File: src/inc/bmf_params.svh
// How it works
// - Double rate both sides, x40: words taken rising then falling, read out same order.
// - Single rate both sides, x40: one word per write rise, one per read rise.
// - Single write, double read, x20 out: upper half on read rise, lower on fall.
// - Double write, x20 in: rise half fills upper, fall half lower, one read rise.
// - Double write, single read, x40: two words per write cycle, one per read rise.
// - Single rate both, x20 out: upper half first read rise, lower half next.
// - Double rate both, x20 out: halves of each word on successive read edges.
// - Single write, double read, x10 out: four bytes, MSB first, alternating edges.
// - Double write, single read, x20 out: four halves on four read rises.
// - Single rate both, x10 out: four bytes MSB first, one per read rise.
// - Double rate both, x10 out: eight bytes per write cycle on alternating edges.
// - Double write, single read, x10 out: eight bytes on eight read rises.
// - Unused upper output lines stay zero for x20 and x10 output widths.
`ifndef BMF_PARAMS_SVH
`define BMF_PARAMS_SVH

// Register byte offsets
`define BMF_ADDR_W 4
`define BMF_OFF_CFG 4'h0
`define BMF_OFF_STATUS 4'h4
`define BMF_OFF_CLEAR 4'h8

// Configuration field positions and reset value
`define BMF_CFG_WR_RATE 0
`define BMF_CFG_RD_RATE 1
`define BMF_CFG_BM 2
`define BMF_CFG_IN_SIZE 3
`define BMF_CFG_OUT_SIZE 4
`define BMF_CFG_RST 5'h00

// Status field positions
`define BMF_ST_LEVEL_LSB 0
`define BMF_ST_OVF 8
`define BMF_ST_UDR 9
`define BMF_ST_ACT_LSB 16

// AXI responses
`define BMF_RESP_OKAY 2'h0
`define BMF_RESP_SLVERR 2'h2

// Data path shape
`define BMF_DATA_W 40
`define BMF_FIFO_DEPTH 16
`define BMF_LEVEL_W 5

`endif

File: src/inc/bmf_pkg.sv
package bmf_pkg;
`include "bmf_params.svh"

	// Static port configuration; high rate select means double rate
	typedef struct packed {
		logic out_port_size_sel;
		logic in_port_size_sel;
		logic bus_matching_on;
		logic rd_single_rate_sel;
		logic wr_single_rate_sel;
	} bmf_cfg_s;

	typedef logic [`BMF_DATA_W-1:0] bmf_word_t;

	// Index of last output segment of a word: 0, 1 or 3
	function automatic logic [1:0] bmf_out_last(input bmf_cfg_s c);
		logic [1:0] r;
		r = 2'h0;
		if (c.bus_matching_on && !c.in_port_size_sel) begin
			r = c.out_port_size_sel ? 2'h3 : 2'h1;
		end
		return r;
	endfunction

	// Index of last input segment of a word: 0, 1 or 3
	function automatic logic [1:0] bmf_in_last(input bmf_cfg_s c);
		logic [1:0] r;
		r = 2'h0;
		if (c.bus_matching_on && c.in_port_size_sel) begin
			r = c.out_port_size_sel ? 2'h3 : 2'h1;
		end
		return r;
	endfunction
endpackage

File: src/inc/bmf_stream_if.sv
`timescale 1ns/1ns
interface bmf_stream_if #(
	parameter int W = 40,
	parameter int LW = 5
);
	logic clear;
	logic in_valid;
	logic in_ready;
	logic [W-1:0] in_data;
	logic out_valid;
	logic out_ready;
	logic [W-1:0] out_data;
	logic [LW-1:0] level;

	modport fifo (
		input clear, in_valid, in_data, out_ready,
		output in_ready, out_valid, out_data, level
	);
	modport user (
		output clear, in_valid, in_data, out_ready,
		input in_ready, out_valid, out_data, level
	);
endinterface

File: src/rtl/bmf_fifo.sv
`timescale 1ns/1ns
module bmf_fifo #(
	parameter int W = 40,
	parameter int D = 16,
	parameter int LW = 5
) (
	// Clock, reset, enable
	input wire logic aclk,
	input wire logic aresetn,
	input wire logic ce,
	// Stream
	bmf_stream_if.fifo st
);
	localparam int AW = $clog2(D);

	typedef struct packed {
		logic [AW-1:0] wr_ptr;
		logic [AW-1:0] rd_ptr;
		logic [LW-1:0] count;
	} bmf_fifo_s;

	bmf_fifo_s s_reg;
	bmf_fifo_s s_next;
	logic [W-1:0] mem [D];
	logic push;
	logic pop;

	// Flags come from the count only, so full and empty are exact
	assign st.in_ready = (s_reg.count != LW'(D));
	assign st.out_valid = (s_reg.count != '0);
	assign st.out_data = mem[s_reg.rd_ptr];
	assign st.level = s_reg.count;
	assign push = st.in_valid && st.in_ready && !st.clear;
	assign pop = st.out_valid && st.out_ready && !st.clear;

	// Pointer and count update
	always_comb begin
		s_next = s_reg;
		if (st.clear) begin
			s_next = '0;
		end else begin
			if (push) begin
				s_next.wr_ptr = AW'(s_reg.wr_ptr + 1'b1);
			end
			if (pop) begin
				s_next.rd_ptr = AW'(s_reg.rd_ptr + 1'b1);
			end
			if (push && !pop) begin
				s_next.count = LW'(s_reg.count + 1'b1);
			end else if (pop && !push) begin
				s_next.count = LW'(s_reg.count - 1'b1);
			end
		end
	end

	always_ff @(posedge aclk) begin
		if (!aresetn) begin
			s_reg <= '0;
		end else if (ce) begin
			s_reg <= s_next;
		end
	end

	// Storage needs no reset; empty words are never read
	always_ff @(posedge aclk) begin
		if (ce && push) begin
			mem[s_reg.wr_ptr] <= st.in_data;
		end
	end
endmodule

File: src/rtl/bmf_top.sv
`timescale 1ns/1ns
`include "bmf_params.svh"
module bmf_top (
	// Clock, reset, enable
	input wire logic aclk,
	input wire logic aresetn,
	input wire logic ce,
	// AXI4-Lite write address
	input wire logic s_axi_awvalid,
	output logic s_axi_awready,
	input wire logic [`BMF_ADDR_W-1:0] s_axi_awaddr,
	// AXI4-Lite write data
	input wire logic s_axi_wvalid,
	output logic s_axi_wready,
	input wire logic [31:0] s_axi_wdata,
	input wire logic [3:0] s_axi_wstrb,
	// AXI4-Lite write response
	output logic s_axi_bvalid,
	input wire logic s_axi_bready,
	output logic [1:0] s_axi_bresp,
	// AXI4-Lite read address
	input wire logic s_axi_arvalid,
	output logic s_axi_arready,
	input wire logic [`BMF_ADDR_W-1:0] s_axi_araddr,
	// AXI4-Lite read data
	output logic s_axi_rvalid,
	input wire logic s_axi_rready,
	output logic [31:0] s_axi_rdata,
	output logic [1:0] s_axi_rresp,
	// Reset pin from the controlling logic
	input wire logic master_reset_n,
	// Write port pins
	input wire logic wr_clk,
	input wire logic wr_en,
	input wire logic [`BMF_DATA_W-1:0] wr_data,
	output logic wr_ready,
	// Read port pins
	input wire logic rd_clk,
	input wire logic rd_en,
	output logic [`BMF_DATA_W-1:0] rd_data,
	output logic rd_valid
);
	import bmf_pkg::*;

	typedef struct packed {
		// Pin synchronisers and edge history
		logic [1:0] wclk_sync;
		logic [1:0] rclk_sync;
		logic [1:0] mrst_sync;
		logic [1:0] wen_sync;
		logic [1:0] ren_sync;
		bmf_word_t wd_s1;
		bmf_word_t wd_s2;
		logic wclk_last;
		logic rclk_last;
		// Configuration
		bmf_cfg_s cfg_reg;
		bmf_cfg_s cfg_act;
		// Write packing
		bmf_word_t pack_acc;
		logic [1:0] pack_cnt;
		logic push_valid;
		bmf_word_t push_data;
		// Read unpacking
		bmf_word_t cur;
		logic [1:0] seg_left;
		bmf_word_t rd_data;
		logic rd_valid;
		logic wr_ready;
		logic ovf;
		logic udr;
		// Bus slave
		logic awready;
		logic wready;
		logic arready;
		logic aw_got;
		logic [`BMF_ADDR_W-1:0] aw_addr;
		logic w_got;
		logic [31:0] wdata;
		logic [3:0] wstrb;
		logic bvalid;
		logic [1:0] bresp;
		logic rvalid;
		logic [31:0] rdata;
		logic [1:0] rresp;
	} bmf_state_s;

	bmf_state_s s_reg;
	bmf_state_s s_next;
	bmf_stream_if #(.W(`BMF_DATA_W), .LW(`BMF_LEVEL_W)) st ();

	bmf_fifo #(
		.W(`BMF_DATA_W),
		.D(`BMF_FIFO_DEPTH),
		.LW(`BMF_LEVEL_W)
	) u_fifo (
		.aclk(aclk),
		.aresetn(aresetn),
		.ce(ce),
		.st(st)
	);

	logic in_reset;
	logic w_rise;
	logic w_fall;
	logic w_edge;
	logic r_rise;
	logic r_fall;
	logic r_edge;
	logic need_word;

	// Edges are seen on the second synchroniser stage only
	assign in_reset = !s_reg.mrst_sync[1];
	assign w_rise = s_reg.wclk_sync[1] && !s_reg.wclk_last;
	assign w_fall = !s_reg.wclk_sync[1] && s_reg.wclk_last;
	assign w_edge = !in_reset && s_reg.wen_sync[1]
		&& (w_rise || (w_fall && s_reg.cfg_act.wr_single_rate_sel));
	assign r_rise = s_reg.rclk_sync[1] && !s_reg.rclk_last;
	assign r_fall = !s_reg.rclk_sync[1] && s_reg.rclk_last;
	assign r_edge = !in_reset && s_reg.ren_sync[1]
		&& (r_rise || (r_fall && s_reg.cfg_act.rd_single_rate_sel));
	assign need_word = (s_reg.seg_left == 2'h0);

	// FIFO hookup; pop only when a read edge finds the holder spent
	assign st.clear = in_reset;
	assign st.in_valid = s_reg.push_valid;
	assign st.in_data = s_reg.push_data;
	assign st.out_ready = r_edge && need_word;

	// Next state for pins, bus, packing and unpacking
	always_comb begin
		bmf_word_t src;
		bmf_word_t acc;
		logic [31:0] rword;
		src = '0;
		acc = '0;
		rword = '0;
		s_next = s_reg;

		// Synchroniser chains
		s_next.wclk_sync = {s_reg.wclk_sync[0], wr_clk};
		s_next.rclk_sync = {s_reg.rclk_sync[0], rd_clk};
		s_next.mrst_sync = {s_reg.mrst_sync[0], master_reset_n};
		s_next.wen_sync = {s_reg.wen_sync[0], wr_en};
		s_next.ren_sync = {s_reg.ren_sync[0], rd_en};
		s_next.wd_s1 = wr_data;
		s_next.wd_s2 = s_reg.wd_s1;
		s_next.wclk_last = s_reg.wclk_sync[1];
		s_next.rclk_last = s_reg.rclk_sync[1];
		s_next.wr_ready = st.in_ready;

		// Write channels, taken in either order
		if (s_axi_awvalid && s_reg.awready) begin
			s_next.aw_got = 1'b1;
			s_next.aw_addr = s_axi_awaddr;
		end
		if (s_axi_wvalid && s_reg.wready) begin
			s_next.w_got = 1'b1;
			s_next.wdata = s_axi_wdata;
			s_next.wstrb = s_axi_wstrb;
		end
		if (s_axi_bvalid && s_axi_bready) begin
			s_next.bvalid = 1'b0;
		end
		// Commit once address and data are both held
		if (s_reg.aw_got && s_reg.w_got && !s_reg.bvalid) begin
			s_next.aw_got = 1'b0;
			s_next.w_got = 1'b0;
			s_next.bvalid = 1'b1;
			s_next.bresp = `BMF_RESP_OKAY;
			case (s_reg.aw_addr)
				`BMF_OFF_CFG: begin
					if (s_reg.wstrb[0]) begin
						s_next.cfg_reg.wr_single_rate_sel = s_reg.wdata[`BMF_CFG_WR_RATE];
						s_next.cfg_reg.rd_single_rate_sel = s_reg.wdata[`BMF_CFG_RD_RATE];
						s_next.cfg_reg.bus_matching_on = s_reg.wdata[`BMF_CFG_BM];
						s_next.cfg_reg.in_port_size_sel = s_reg.wdata[`BMF_CFG_IN_SIZE];
						s_next.cfg_reg.out_port_size_sel = s_reg.wdata[`BMF_CFG_OUT_SIZE];
					end
				end
				`BMF_OFF_CLEAR: begin
					// Clear first; a hardware set later in this block wins
					if (s_reg.wstrb[1] && s_reg.wdata[`BMF_ST_OVF]) begin
						s_next.ovf = 1'b0;
					end
					if (s_reg.wstrb[1] && s_reg.wdata[`BMF_ST_UDR]) begin
						s_next.udr = 1'b0;
					end
				end
				`BMF_OFF_STATUS: begin
				end
				default: begin
					s_next.bresp = `BMF_RESP_SLVERR;
				end
			endcase
		end

		// Read channel
		if (s_axi_rvalid && s_axi_rready) begin
			s_next.rvalid = 1'b0;
		end
		if (s_axi_arvalid && s_reg.arready) begin
			s_next.rvalid = 1'b1;
			s_next.rresp = `BMF_RESP_OKAY;
			case (s_axi_araddr)
				`BMF_OFF_CFG: begin
					rword[4:0] = s_reg.cfg_reg;
				end
				`BMF_OFF_STATUS: begin
					rword[`BMF_ST_LEVEL_LSB +: `BMF_LEVEL_W] = st.level;
					rword[`BMF_ST_OVF] = s_reg.ovf;
					rword[`BMF_ST_UDR] = s_reg.udr;
					rword[`BMF_ST_ACT_LSB +: 5] = s_reg.cfg_act;
				end
				`BMF_OFF_CLEAR: begin
				end
				default: begin
					s_next.rresp = `BMF_RESP_SLVERR;
				end
			endcase
			s_next.rdata = rword;
		end

		// Config only follows software while master reset is held
		if (in_reset) begin
			s_next.cfg_act = s_reg.cfg_reg;
			s_next.pack_cnt = 2'h0;
			s_next.pack_acc = '0;
			s_next.push_valid = 1'b0;
			s_next.seg_left = 2'h0;
			s_next.rd_valid = 1'b0;
		end

		// Write side: a pending word leaves when the FIFO takes it
		if (s_reg.push_valid && st.in_ready) begin
			s_next.push_valid = 1'b0;
		end
		if (w_edge) begin
			if (s_reg.cfg_act.out_port_size_sel) begin
				acc = {s_reg.pack_acc[29:0], s_reg.wd_s2[9:0]};
			end else begin
				acc = {s_reg.pack_acc[19:0], s_reg.wd_s2[19:0]};
			end
			if (bmf_in_last(s_reg.cfg_act) == 2'h0) begin
				acc = s_reg.wd_s2;
			end
			s_next.pack_acc = acc;
			if (s_reg.pack_cnt == bmf_in_last(s_reg.cfg_act)) begin
				s_next.pack_cnt = 2'h0;
				// A full FIFO loses the older pending word
				if (s_reg.push_valid && !st.in_ready) begin
					s_next.ovf = 1'b1;
				end
				s_next.push_valid = 1'b1;
				s_next.push_data = acc;
			end else begin
				s_next.pack_cnt = 2'(s_reg.pack_cnt + 1'b1);
			end
		end

		// Read side: most significant segment first on each read edge
		if (r_edge) begin
			if (need_word && !st.out_valid) begin
				s_next.rd_valid = 1'b0;
				s_next.udr = 1'b1;
			end else begin
				src = need_word ? st.out_data : s_reg.cur;
				s_next.rd_valid = 1'b1;
				s_next.seg_left = need_word ? bmf_out_last(s_reg.cfg_act)
					: 2'(s_reg.seg_left - 1'b1);
				if (bmf_out_last(s_reg.cfg_act) == 2'h0) begin
					s_next.rd_data = src;
				end else if (s_reg.cfg_act.out_port_size_sel) begin
					s_next.rd_data = {30'h0, src[39:30]};
					s_next.cur = {src[29:0], 10'h0};
				end else begin
					s_next.rd_data = {20'h0, src[39:20]};
					s_next.cur = {src[19:0], 20'h0};
				end
			end
		end

		// Ready flags settle one cycle ahead of the next offer
		s_next.awready = !s_next.aw_got && !s_next.bvalid;
		s_next.wready = !s_next.w_got && !s_next.bvalid;
		s_next.arready = !s_next.rvalid;
	end

	always_ff @(posedge aclk) begin
		if (!aresetn) begin
			s_reg <= '0;
			s_reg.cfg_reg <= `BMF_CFG_RST;
			s_reg.cfg_act <= `BMF_CFG_RST;
		end else if (ce) begin
			s_reg <= s_next;
		end
	end

	// Every output straight from the state register
	assign s_axi_awready = s_reg.awready;
	assign s_axi_wready = s_reg.wready;
	assign s_axi_bvalid = s_reg.bvalid;
	assign s_axi_bresp = s_reg.bresp;
	assign s_axi_arready = s_reg.arready;
	assign s_axi_rvalid = s_reg.rvalid;
	assign s_axi_rdata = s_reg.rdata;
	assign s_axi_rresp = s_reg.rresp;
	assign wr_ready = s_reg.wr_ready;
	assign rd_data = s_reg.rd_data;
	assign rd_valid = s_reg.rd_valid;
endmodule

File: config.mk
export PLATFORM = sky130hd
export DESIGN_NAME = bmf_top
export DESIGN_NICKNAME = d
export VERILOG_FILES = /design/src/inc/bmf_pkg.sv /design/src/inc/bmf_stream_if.sv /design/src/rtl/bmf_fifo.sv /design/src/rtl/bmf_top.sv
export VERILOG_INCLUDE_DIRS = /design/src /design/src/inc
export SDC_FILE = /design/constraint.sdc
export NUM_CORES = 1
export LEC_CHECK = 0
export BUFFER_PORTS_ARGS = -buffer_cell sky130_fd_sc_hd__buf_2
export CAP_MARGIN = 20
export CORE_AREA = 5 5 356 358
export DETAILED_ROUTE_END_ITERATION = 6
export DIE_AREA = 0 0 361 363
export SLEW_MARGIN = 30
export SYNTH_ARGS = -nofsm -noshare
export SYNTH_HDL_FRONTEND = slang
export SYNTH_SLANG_ARGS = --single-unit
File: constraint.sdc
create_clock -name aclk -period 4.76 [get_ports aclk]
set_input_delay 0.476 -clock aclk [delete_from_list [all_inputs] [get_ports aclk]]
set_output_delay 0.476 -clock aclk [all_outputs]
set_load 0.05 [all_outputs]
==> out/metrics.yaml, run 1 <==
worst-path-stages: 11
clock-root-buffer: "clkbuf_16"
worst_pin_slew_ns: 1.01
avgSynthCellArea_sq_um: 14.6
drive_gt1_share_pct: 18.4
synth_edf_count: 640
rr_worst_depth: 11
cts_hold_buf: 0
met2RoutedLength_um: 45800
synth_seq_cells: 942
fin_area_sq_um: 43200
place_area_sq_um: 40000
setup_viol: 0
crit_path_max_fanout: 7
dr_wl_met3_um: 8610
firstDrtPassIters: 5
clock-sinks: 942
power.leakage_nw: 13.4
status: "completed"
fin_crit_sh_pct: 74.5
ios: 180
fp-row-count: 129
antenna_found_initial: 2
cts_tree: "done"
dp_cells: 4201
postRouteAntennaNets: 0
maxClockFrequency_mhz: 282
ff2ff_setup_slack_ns: 1.21
cts_buffers: 96
syn-cell-area_sq_um: 37800
slowest_delay_ns: 0.61
die_area_sq_um: 131000
cap_violations: 0
ys_seq_area_share_pct: 66.8
die_h_um: 363
crit_chain: "or4_1 -> nor2_2 -> or2_2 -> nand3_1 -> fa_1 -> a21o_1 -> a21o_1 -> or4_1 -> o211ai_1 -> a21oi_1 -> o21a_1"
grt_first_pass_wirelength_um: 144000
relSlewSlack_pct: 32.4
core-area_sq_um: 123000
critPathCaptureType: "flop"
hold_class: "in2reg"
viasPerCell: 5.04
grtUsageTotal_pct: 14.4
vias: 22100
overflow: 0
hold_viol_final: 0
drcViolationCount: 0
clk_latency_ns: 0.67
postCtsSetupRepairBufs: 0
grt_start_max_net_pins: 148
grt_pass1_vias: 21300
worstSetupStartpointType: "flop"
clk_pin_slew_ns: 0.06
antenna_cells: 0
start_util_pct: 30.8
setup_tns_ns: 0
cts-resized-gates: 0
totalPowerFinal_mw: 16.5
layout.cells.non_filler: 4379
drt_iter0_drc: 2352
top_layer_used: "met4"
drt-met1-wl_um: 42500
htreeDepth: 3
cp-startpoint: "u_fifo.st.level[0]"
crit_buf_inv: 0
critPathKind: "reg2reg"
port_buffers: 130
clock-skew-final_ns: 0.0440
area_delta_synth_final_pct: 14.2
cpMaxStageDelayCell: "or4_1"
power.density_nw_per_um2: 382
synth_cell_types: 63
async_reset_ff_share_pct: 0
ys.warnings.count: 0
synthFlopType: "edfxtp_1"
largest_reg_flops: 640
synth_cells: 2591
rsz0062_at_grt: "no"
nNetsFinal: 2769
vdd.ir_drop.worst_v: 0.000257
slew_violations: 0
rr_startpoint: "u_fifo.st.level[0]"
cp_top_family: "simple AND/OR/NAND/NOR gates"
clock_path_buffers: 3
cp-endpoint: "u_fifo.st.level[4]"
fin_util_pct: 35.1
r2r-end: "u_fifo.st.level[4]"
wirelength_um: 98800
dieWidth_um: 361
place_congestion: 0.858
dp_hpwl_um: 61800
required_ns: 5.30
crit_arrival_ns: 4.08
avgRoutedWirePerCell_um: 22.6
min_period_ns: 3.55
-- tightest hold or removal path, delay by kind of cell --
family | cells | cell delay (ns)
multiplexers | 1 | 0.06
AND/OR/NAND/NOR | 1 | 0.07
buffers and inverters | 1 | 0.08
-- placed cells by master (no fill, tap or decap), types with 11 or more instances in the layout --
| master | instances |
|---|---|
| dfxtp_1 | 297 |
| clkinv_2 | 16 |
| buf_12 | 11 |
| o22ai_1 | 23 |
| buf_4 | 50 |
| a221o_1 | 24 |
| conb_1 | 22 |
| nor2b_1 | 118 |
| nand4_1 | 20 |
| a21boi_1 | 41 |
| a32oi_1 | 11 |
| clkbuf_1 | 27 |
| a211oi_1 | 27 |
| nand2_1 | 198 |
| a21oi_1 | 70 |
| clkbuf_8 | 13 |
| buf_2 | 128 |
| nand3_1 | 38 |
| nor2_1 | 93 |
| mux4_2 | 105 |
| a31oi_1 | 14 |
| mux2i_1 | 262 |
| o21ai_0 | 17 |
| a22oi_1 | 89 |
| clkbuf_16 | 100 |
| o211ai_1 | 17 |
| inv_1 | 15 |
| mux2_2 | 21 |
| and3_1 | 11 |
| edfxtp_1 | 640 |
| o211a_1 | 13 |
| o21ai_1 | 13 |
| a21boi_0 | 29 |
| nor3_1 | 12 |
-- power breakdown --
group	switching, mW	internal (mW)	leakage, nW
Combinational	0.173	0.100	4.29
Sequential	0.0329	8.67	7.57
Clock	3.11	4.43	1.55
Total	3.31	13.2	13.4
-- cell usage after synthesis (38+ instances only) --
cell,n,area (sq um)
edfxtp_1,640,19200
dfxtp_1,302,6050
mux2i_1,262,2620
nand2_1,199,747
nor2b_1,120,751
clkbuf_1,106,398
mux4_2,105,2360
nor2_1,101,379
buf_4,91,683
a22oi_1,89,668
a21oi_1,72,360
a21boi_1,41,308
nand3_1,38,190
-- layer usage --
metal	global-route usage [%]	vias up
li1	-	9952
met1	19.8	11300
met2	22.7	721
met3	4.15	133
met4	3.62	0
met5	0	-
-- final cells by class --
cell class              instances  area [sq um]
fillers                     11800         79800
flip-flops and latches        942         25300
multi-input cells            1414         11400
clock buffers                 140          2780
well taps                    1637          2050
repair buffers                192          1270
clock inverters                38           383
inverters                      16          60.1
-- worst min path at each step --
| stage | start | endpoint | slack [ns] | cells after the start |
|---|---|---|---|---|
| 2_1_floorplan | s_reg[167] | s_reg[167] | 0.43 | 2 |
| 3_3_place_gp | s_reg[167] | s_reg[167] | 0.45 | 2 |
| 3_5_place_dp | s_reg[167] | s_reg[167] | 0.45 | 2 |
| 4_1_cts | rd_clk | s_next[351] | 0.04 | 3 |
| 5_1_grt | rd_clk | s_next[351] | 0.06 | 3 |
| 6_report | wr_clk | s_next[353] | 0.07 | 3 |
-- per-stage QoR --
| step | hold slack, ns | setup WS [ns] |
|---|---|---|
| after floorplan | 0.430 | 0.289 |
| after global placement | 0.446 | 1.28 |
| after detailed placement | 0.446 | 1.27 |
| after CTS | 0.0406 | 1.25 |
| after global routing | 0.0596 | 1.00 |
| final | 0.0720 | 1.21 |
-- cells by family (layout without fill, tap and decap cells) --
kind of cell / Yosys count / after routing / synth area share (%)
XOR/XNOR: 3 / 3 / 0.0694
other: 1 / 22 / 0.00991
multiplexers: 388 / 388 / 13.8
buffers and inverters: 256 / 386 / 3.68
AO/OA/AOI/OAI: 433 / 433 / 8.21
AND/OR/NAND/NOR: 558 / 558 / 7.12
adder cells (fa/ha/maj): 10 / 10 / 0.350
flip-flops: 942 / 942 / 66.8
Note: power is estimated with default switching activity, not from simulation.
==> run 2: changes to the inputs <==
Clock period 4.76 ns to 3.59 ns, I/O delays scaled along.
==> out/metrics.yaml, run 2 (synthesis results as in run 1) <==
status: "completed"
fin_crit_sh_pct: 91.3  # +17 points
nNetsFinal: 2852  # +3.0%
die_h_um: 363  # unchanged
multi_input_area_sq_um: 11400  # about the same
required_ns: 4.12  # -1.18 ns
dp_hpwl_um: 61600  # -0.22%
totalPowerFinal_mw: 22.2  # +35%
maxClockFrequency_mhz: 305  # +8.2%
place_ws_ns: 0.336  # -0.936 ns
worst_pin_slew_ns: 1.08  # +0.0703 ns
grtUsageTotal_pct: 14.6  # +0.18 points
vias: 22300  # +1.0%
clkPwrFrac_pct: 46.2  # +0.6 points
setup_tns_ns: 0  # unchanged
core-area_sq_um: 123000  # unchanged
antenna_found_initial: 3  # +1
fin_area_sq_um: 44200  # +2.3%
wirelength_um: 100000  # +1.6%
vdd.ir_drop.worst_v: 0.000351  # +37%
power.leakage_nw: 13.9  # +3.3%
postRouteAntennaNets: 0  # unchanged
crit_arrival_ns: 3.81  # -0.27 ns
place_area_sq_um: 40400  # +0.82%
overflow: 0  # unchanged
fillers: 11600  # -1.1%
layout_setup_ws_ns: 0.313  # -0.900 ns
holdWs_ns: 0.0241  # -0.0480 ns
dieWidth_um: 361  # unchanged
grt_first_pass_wirelength_um: 145000  # +1.1%
power_frac_seq_pct: 51.9  # -0.8 points
clk_pin_slew_ns: 0.06  # about the same
clock-root-buffer: "clkbuf_16"
cp-endpoint: "u_fifo.st.level[4]"
p_switching_mw: 4.43  # +34%
regArea_sq_um: 25300  # unchanged
drcViolationCount: 0  # unchanged
slew_violations: 0  # unchanged
setup_viol: 0  # unchanged
relSlewSlack_pct: 27.2  # -5.2 points
clock-skew-final_ns: 0.0245  # -0.0195 ns
cts_tree: "done"
cap_violations: 0  # unchanged
cts-resized-gates: 0  # unchanged
start_util_pct: 30.8  # unchanged
ff2ff_setup_slack_ns: 0.31  # -0.90 ns
cp-startpoint: "u_fifo.st.level[0]"
worstSetupStartpointType: "flop"
clock_path_buffers: 3  # unchanged
swShare_pct: 19.9  # -0.14 points
htreeDepth: 3  # unchanged
clock-sinks: 942  # unchanged
port_buffers: 130  # unchanged
firstDrtPassIters: 6  # +1
grt_pass1_vias: 21500  # +0.99%
ios: 180  # unchanged
rr_startpoint: "u_fifo.st.level[0]"
die_area_sq_um: 131000  # unchanged
grt_start_max_net_pins: 156  # +5.4%
critPathKind: "reg2reg"
p_comb_share_pct: 1.9  # +0.2 points
drt_iter0_drc: 2249  # -4.4%
mostFrequentLayoutCells: "edfxtp_1, dfxtp_1, mux2i_1"
rsz0062_at_grt: "no"
p_int_mw: 17.8  # +35%
min_path_cells: 3  # unchanged
fp-row-count: 129  # unchanged
crit_path_max_fanout: 7  # unchanged
dp_cells: 4226  # +0.60%
place_congestion: 0.893  # +4.0%
r2r-end: "u_fifo.st.level[4]"
largest_reg_flops: 640  # unchanged
rr_worst_depth: 11  # unchanged
area_delta_synth_final_pct: 16.8
fin_util_pct: 35.9  # +0.82 points
avgRoutedWirePerCell_um: 22.5  # -0.39%
min_period_ns: 3.28  # -0.270 ns
viasPerCell: 5.00  # -0.90%
drive_gt1_share_pct: 18.9  # +0.44 points
final_common_cell: "edfxtp_1"
clk_latency_ns: 0.65  # -0.02 ns
cts_buffers: 99  # +3.1%
layout.cells.non_filler: 4465  # +2.0%
hold_viol_final: 0  # unchanged
critPathCaptureType: "flop"
power.density_nw_per_um2: 503  # +31%
hold_class: "in2reg"
-- run 2: cell count changes in the layout (fill, tap and decap cells not counted), moves of 2 or more --
cell           previous run  this run
clkbuf_1                 27        24
clkinvlp_2                0         2
diode_2                   0         2
clkbuf_16               100       106
clkinv_2                 16        13
clkbuf_8                 13        11
clkinv_1                  7         9
inv_6                     3         1
buf_12                   11        22
buf_4                    50        64
nor2_2                    6         4
dlygate4sd3_1             0        55
-- run 2: critical path: stages, from the launching register on --
cell	delay, ns
dfxtp_1	0.38
or4_1	0.61
nor2_2	0.12
or2_2	0.15
nand3_1	0.21
fa_1	0.47
a21o_1	0.20
a21o_1	0.18
or4_1	0.41
o211ai_1	0.12
a21oi_1	0.10
o21a_1	0.20
-- run 2: power by group through the flow --
stage	logic, mW	clock network, mW	registers, mW
2_1_floorplan	0.274	0	11.8
3_3_place_gp	0.364	0	11.8
3_5_place_dp	0.367	0	11.8
4_1_cts	0.413	10.4	11.5
5_1_grt	0.445	10.9	11.5
6_report	0.412	10.3	11.5
-- run 2: worst min-delay path by stage --
stage	startpoint	endpoint	slack, ns
3_3_place_gp	s_reg[167]	s_reg[167]	0.45
2_1_floorplan	s_reg[167]	s_reg[167]	0.43
3_5_place_dp	s_reg[167]	s_reg[167]	0.45
5_1_grt	s_axi_bready	s_axi_bvalid	0.03
6_report	wr_data[4]	s_next[268]	0.02
4_1_cts	wr_data[4]	s_next[268]	0.001
-- run 2: final cells by class --
| type | instances | area share, % |
|---|---|---|
| Timing Repair Buffer | 272 | 4.85 |
| Tap cell | 1637 | 4.63 |
| Clock inverter | 39 | 0.889 |
| Clock buffer | 143 | 6.57 |
| Inverter | 16 | 0.136 |
| Multi-Input combinational cell | 1414 | 25.7 |
| Antenna cell | 2 | 0.0113 |
| Sequential cell | 942 | 57.2 |
-- run 2: repair_timing --
action / 4_1_cts / 5_1_grt
endpoints found under the hold margin: 55 / 0
hold buffers: 55 / 0
setup buffers: 0 / 0
-- run 2: metal layers --
layer,share of wire [%],vias to the layer above,track usage (%)
met5,0,-,0
met4,2.7,0,4.08
met3,9.0,143,4.51
met2,45,768,22.8
met1,43,11300,19.8
li1,-,10100,-
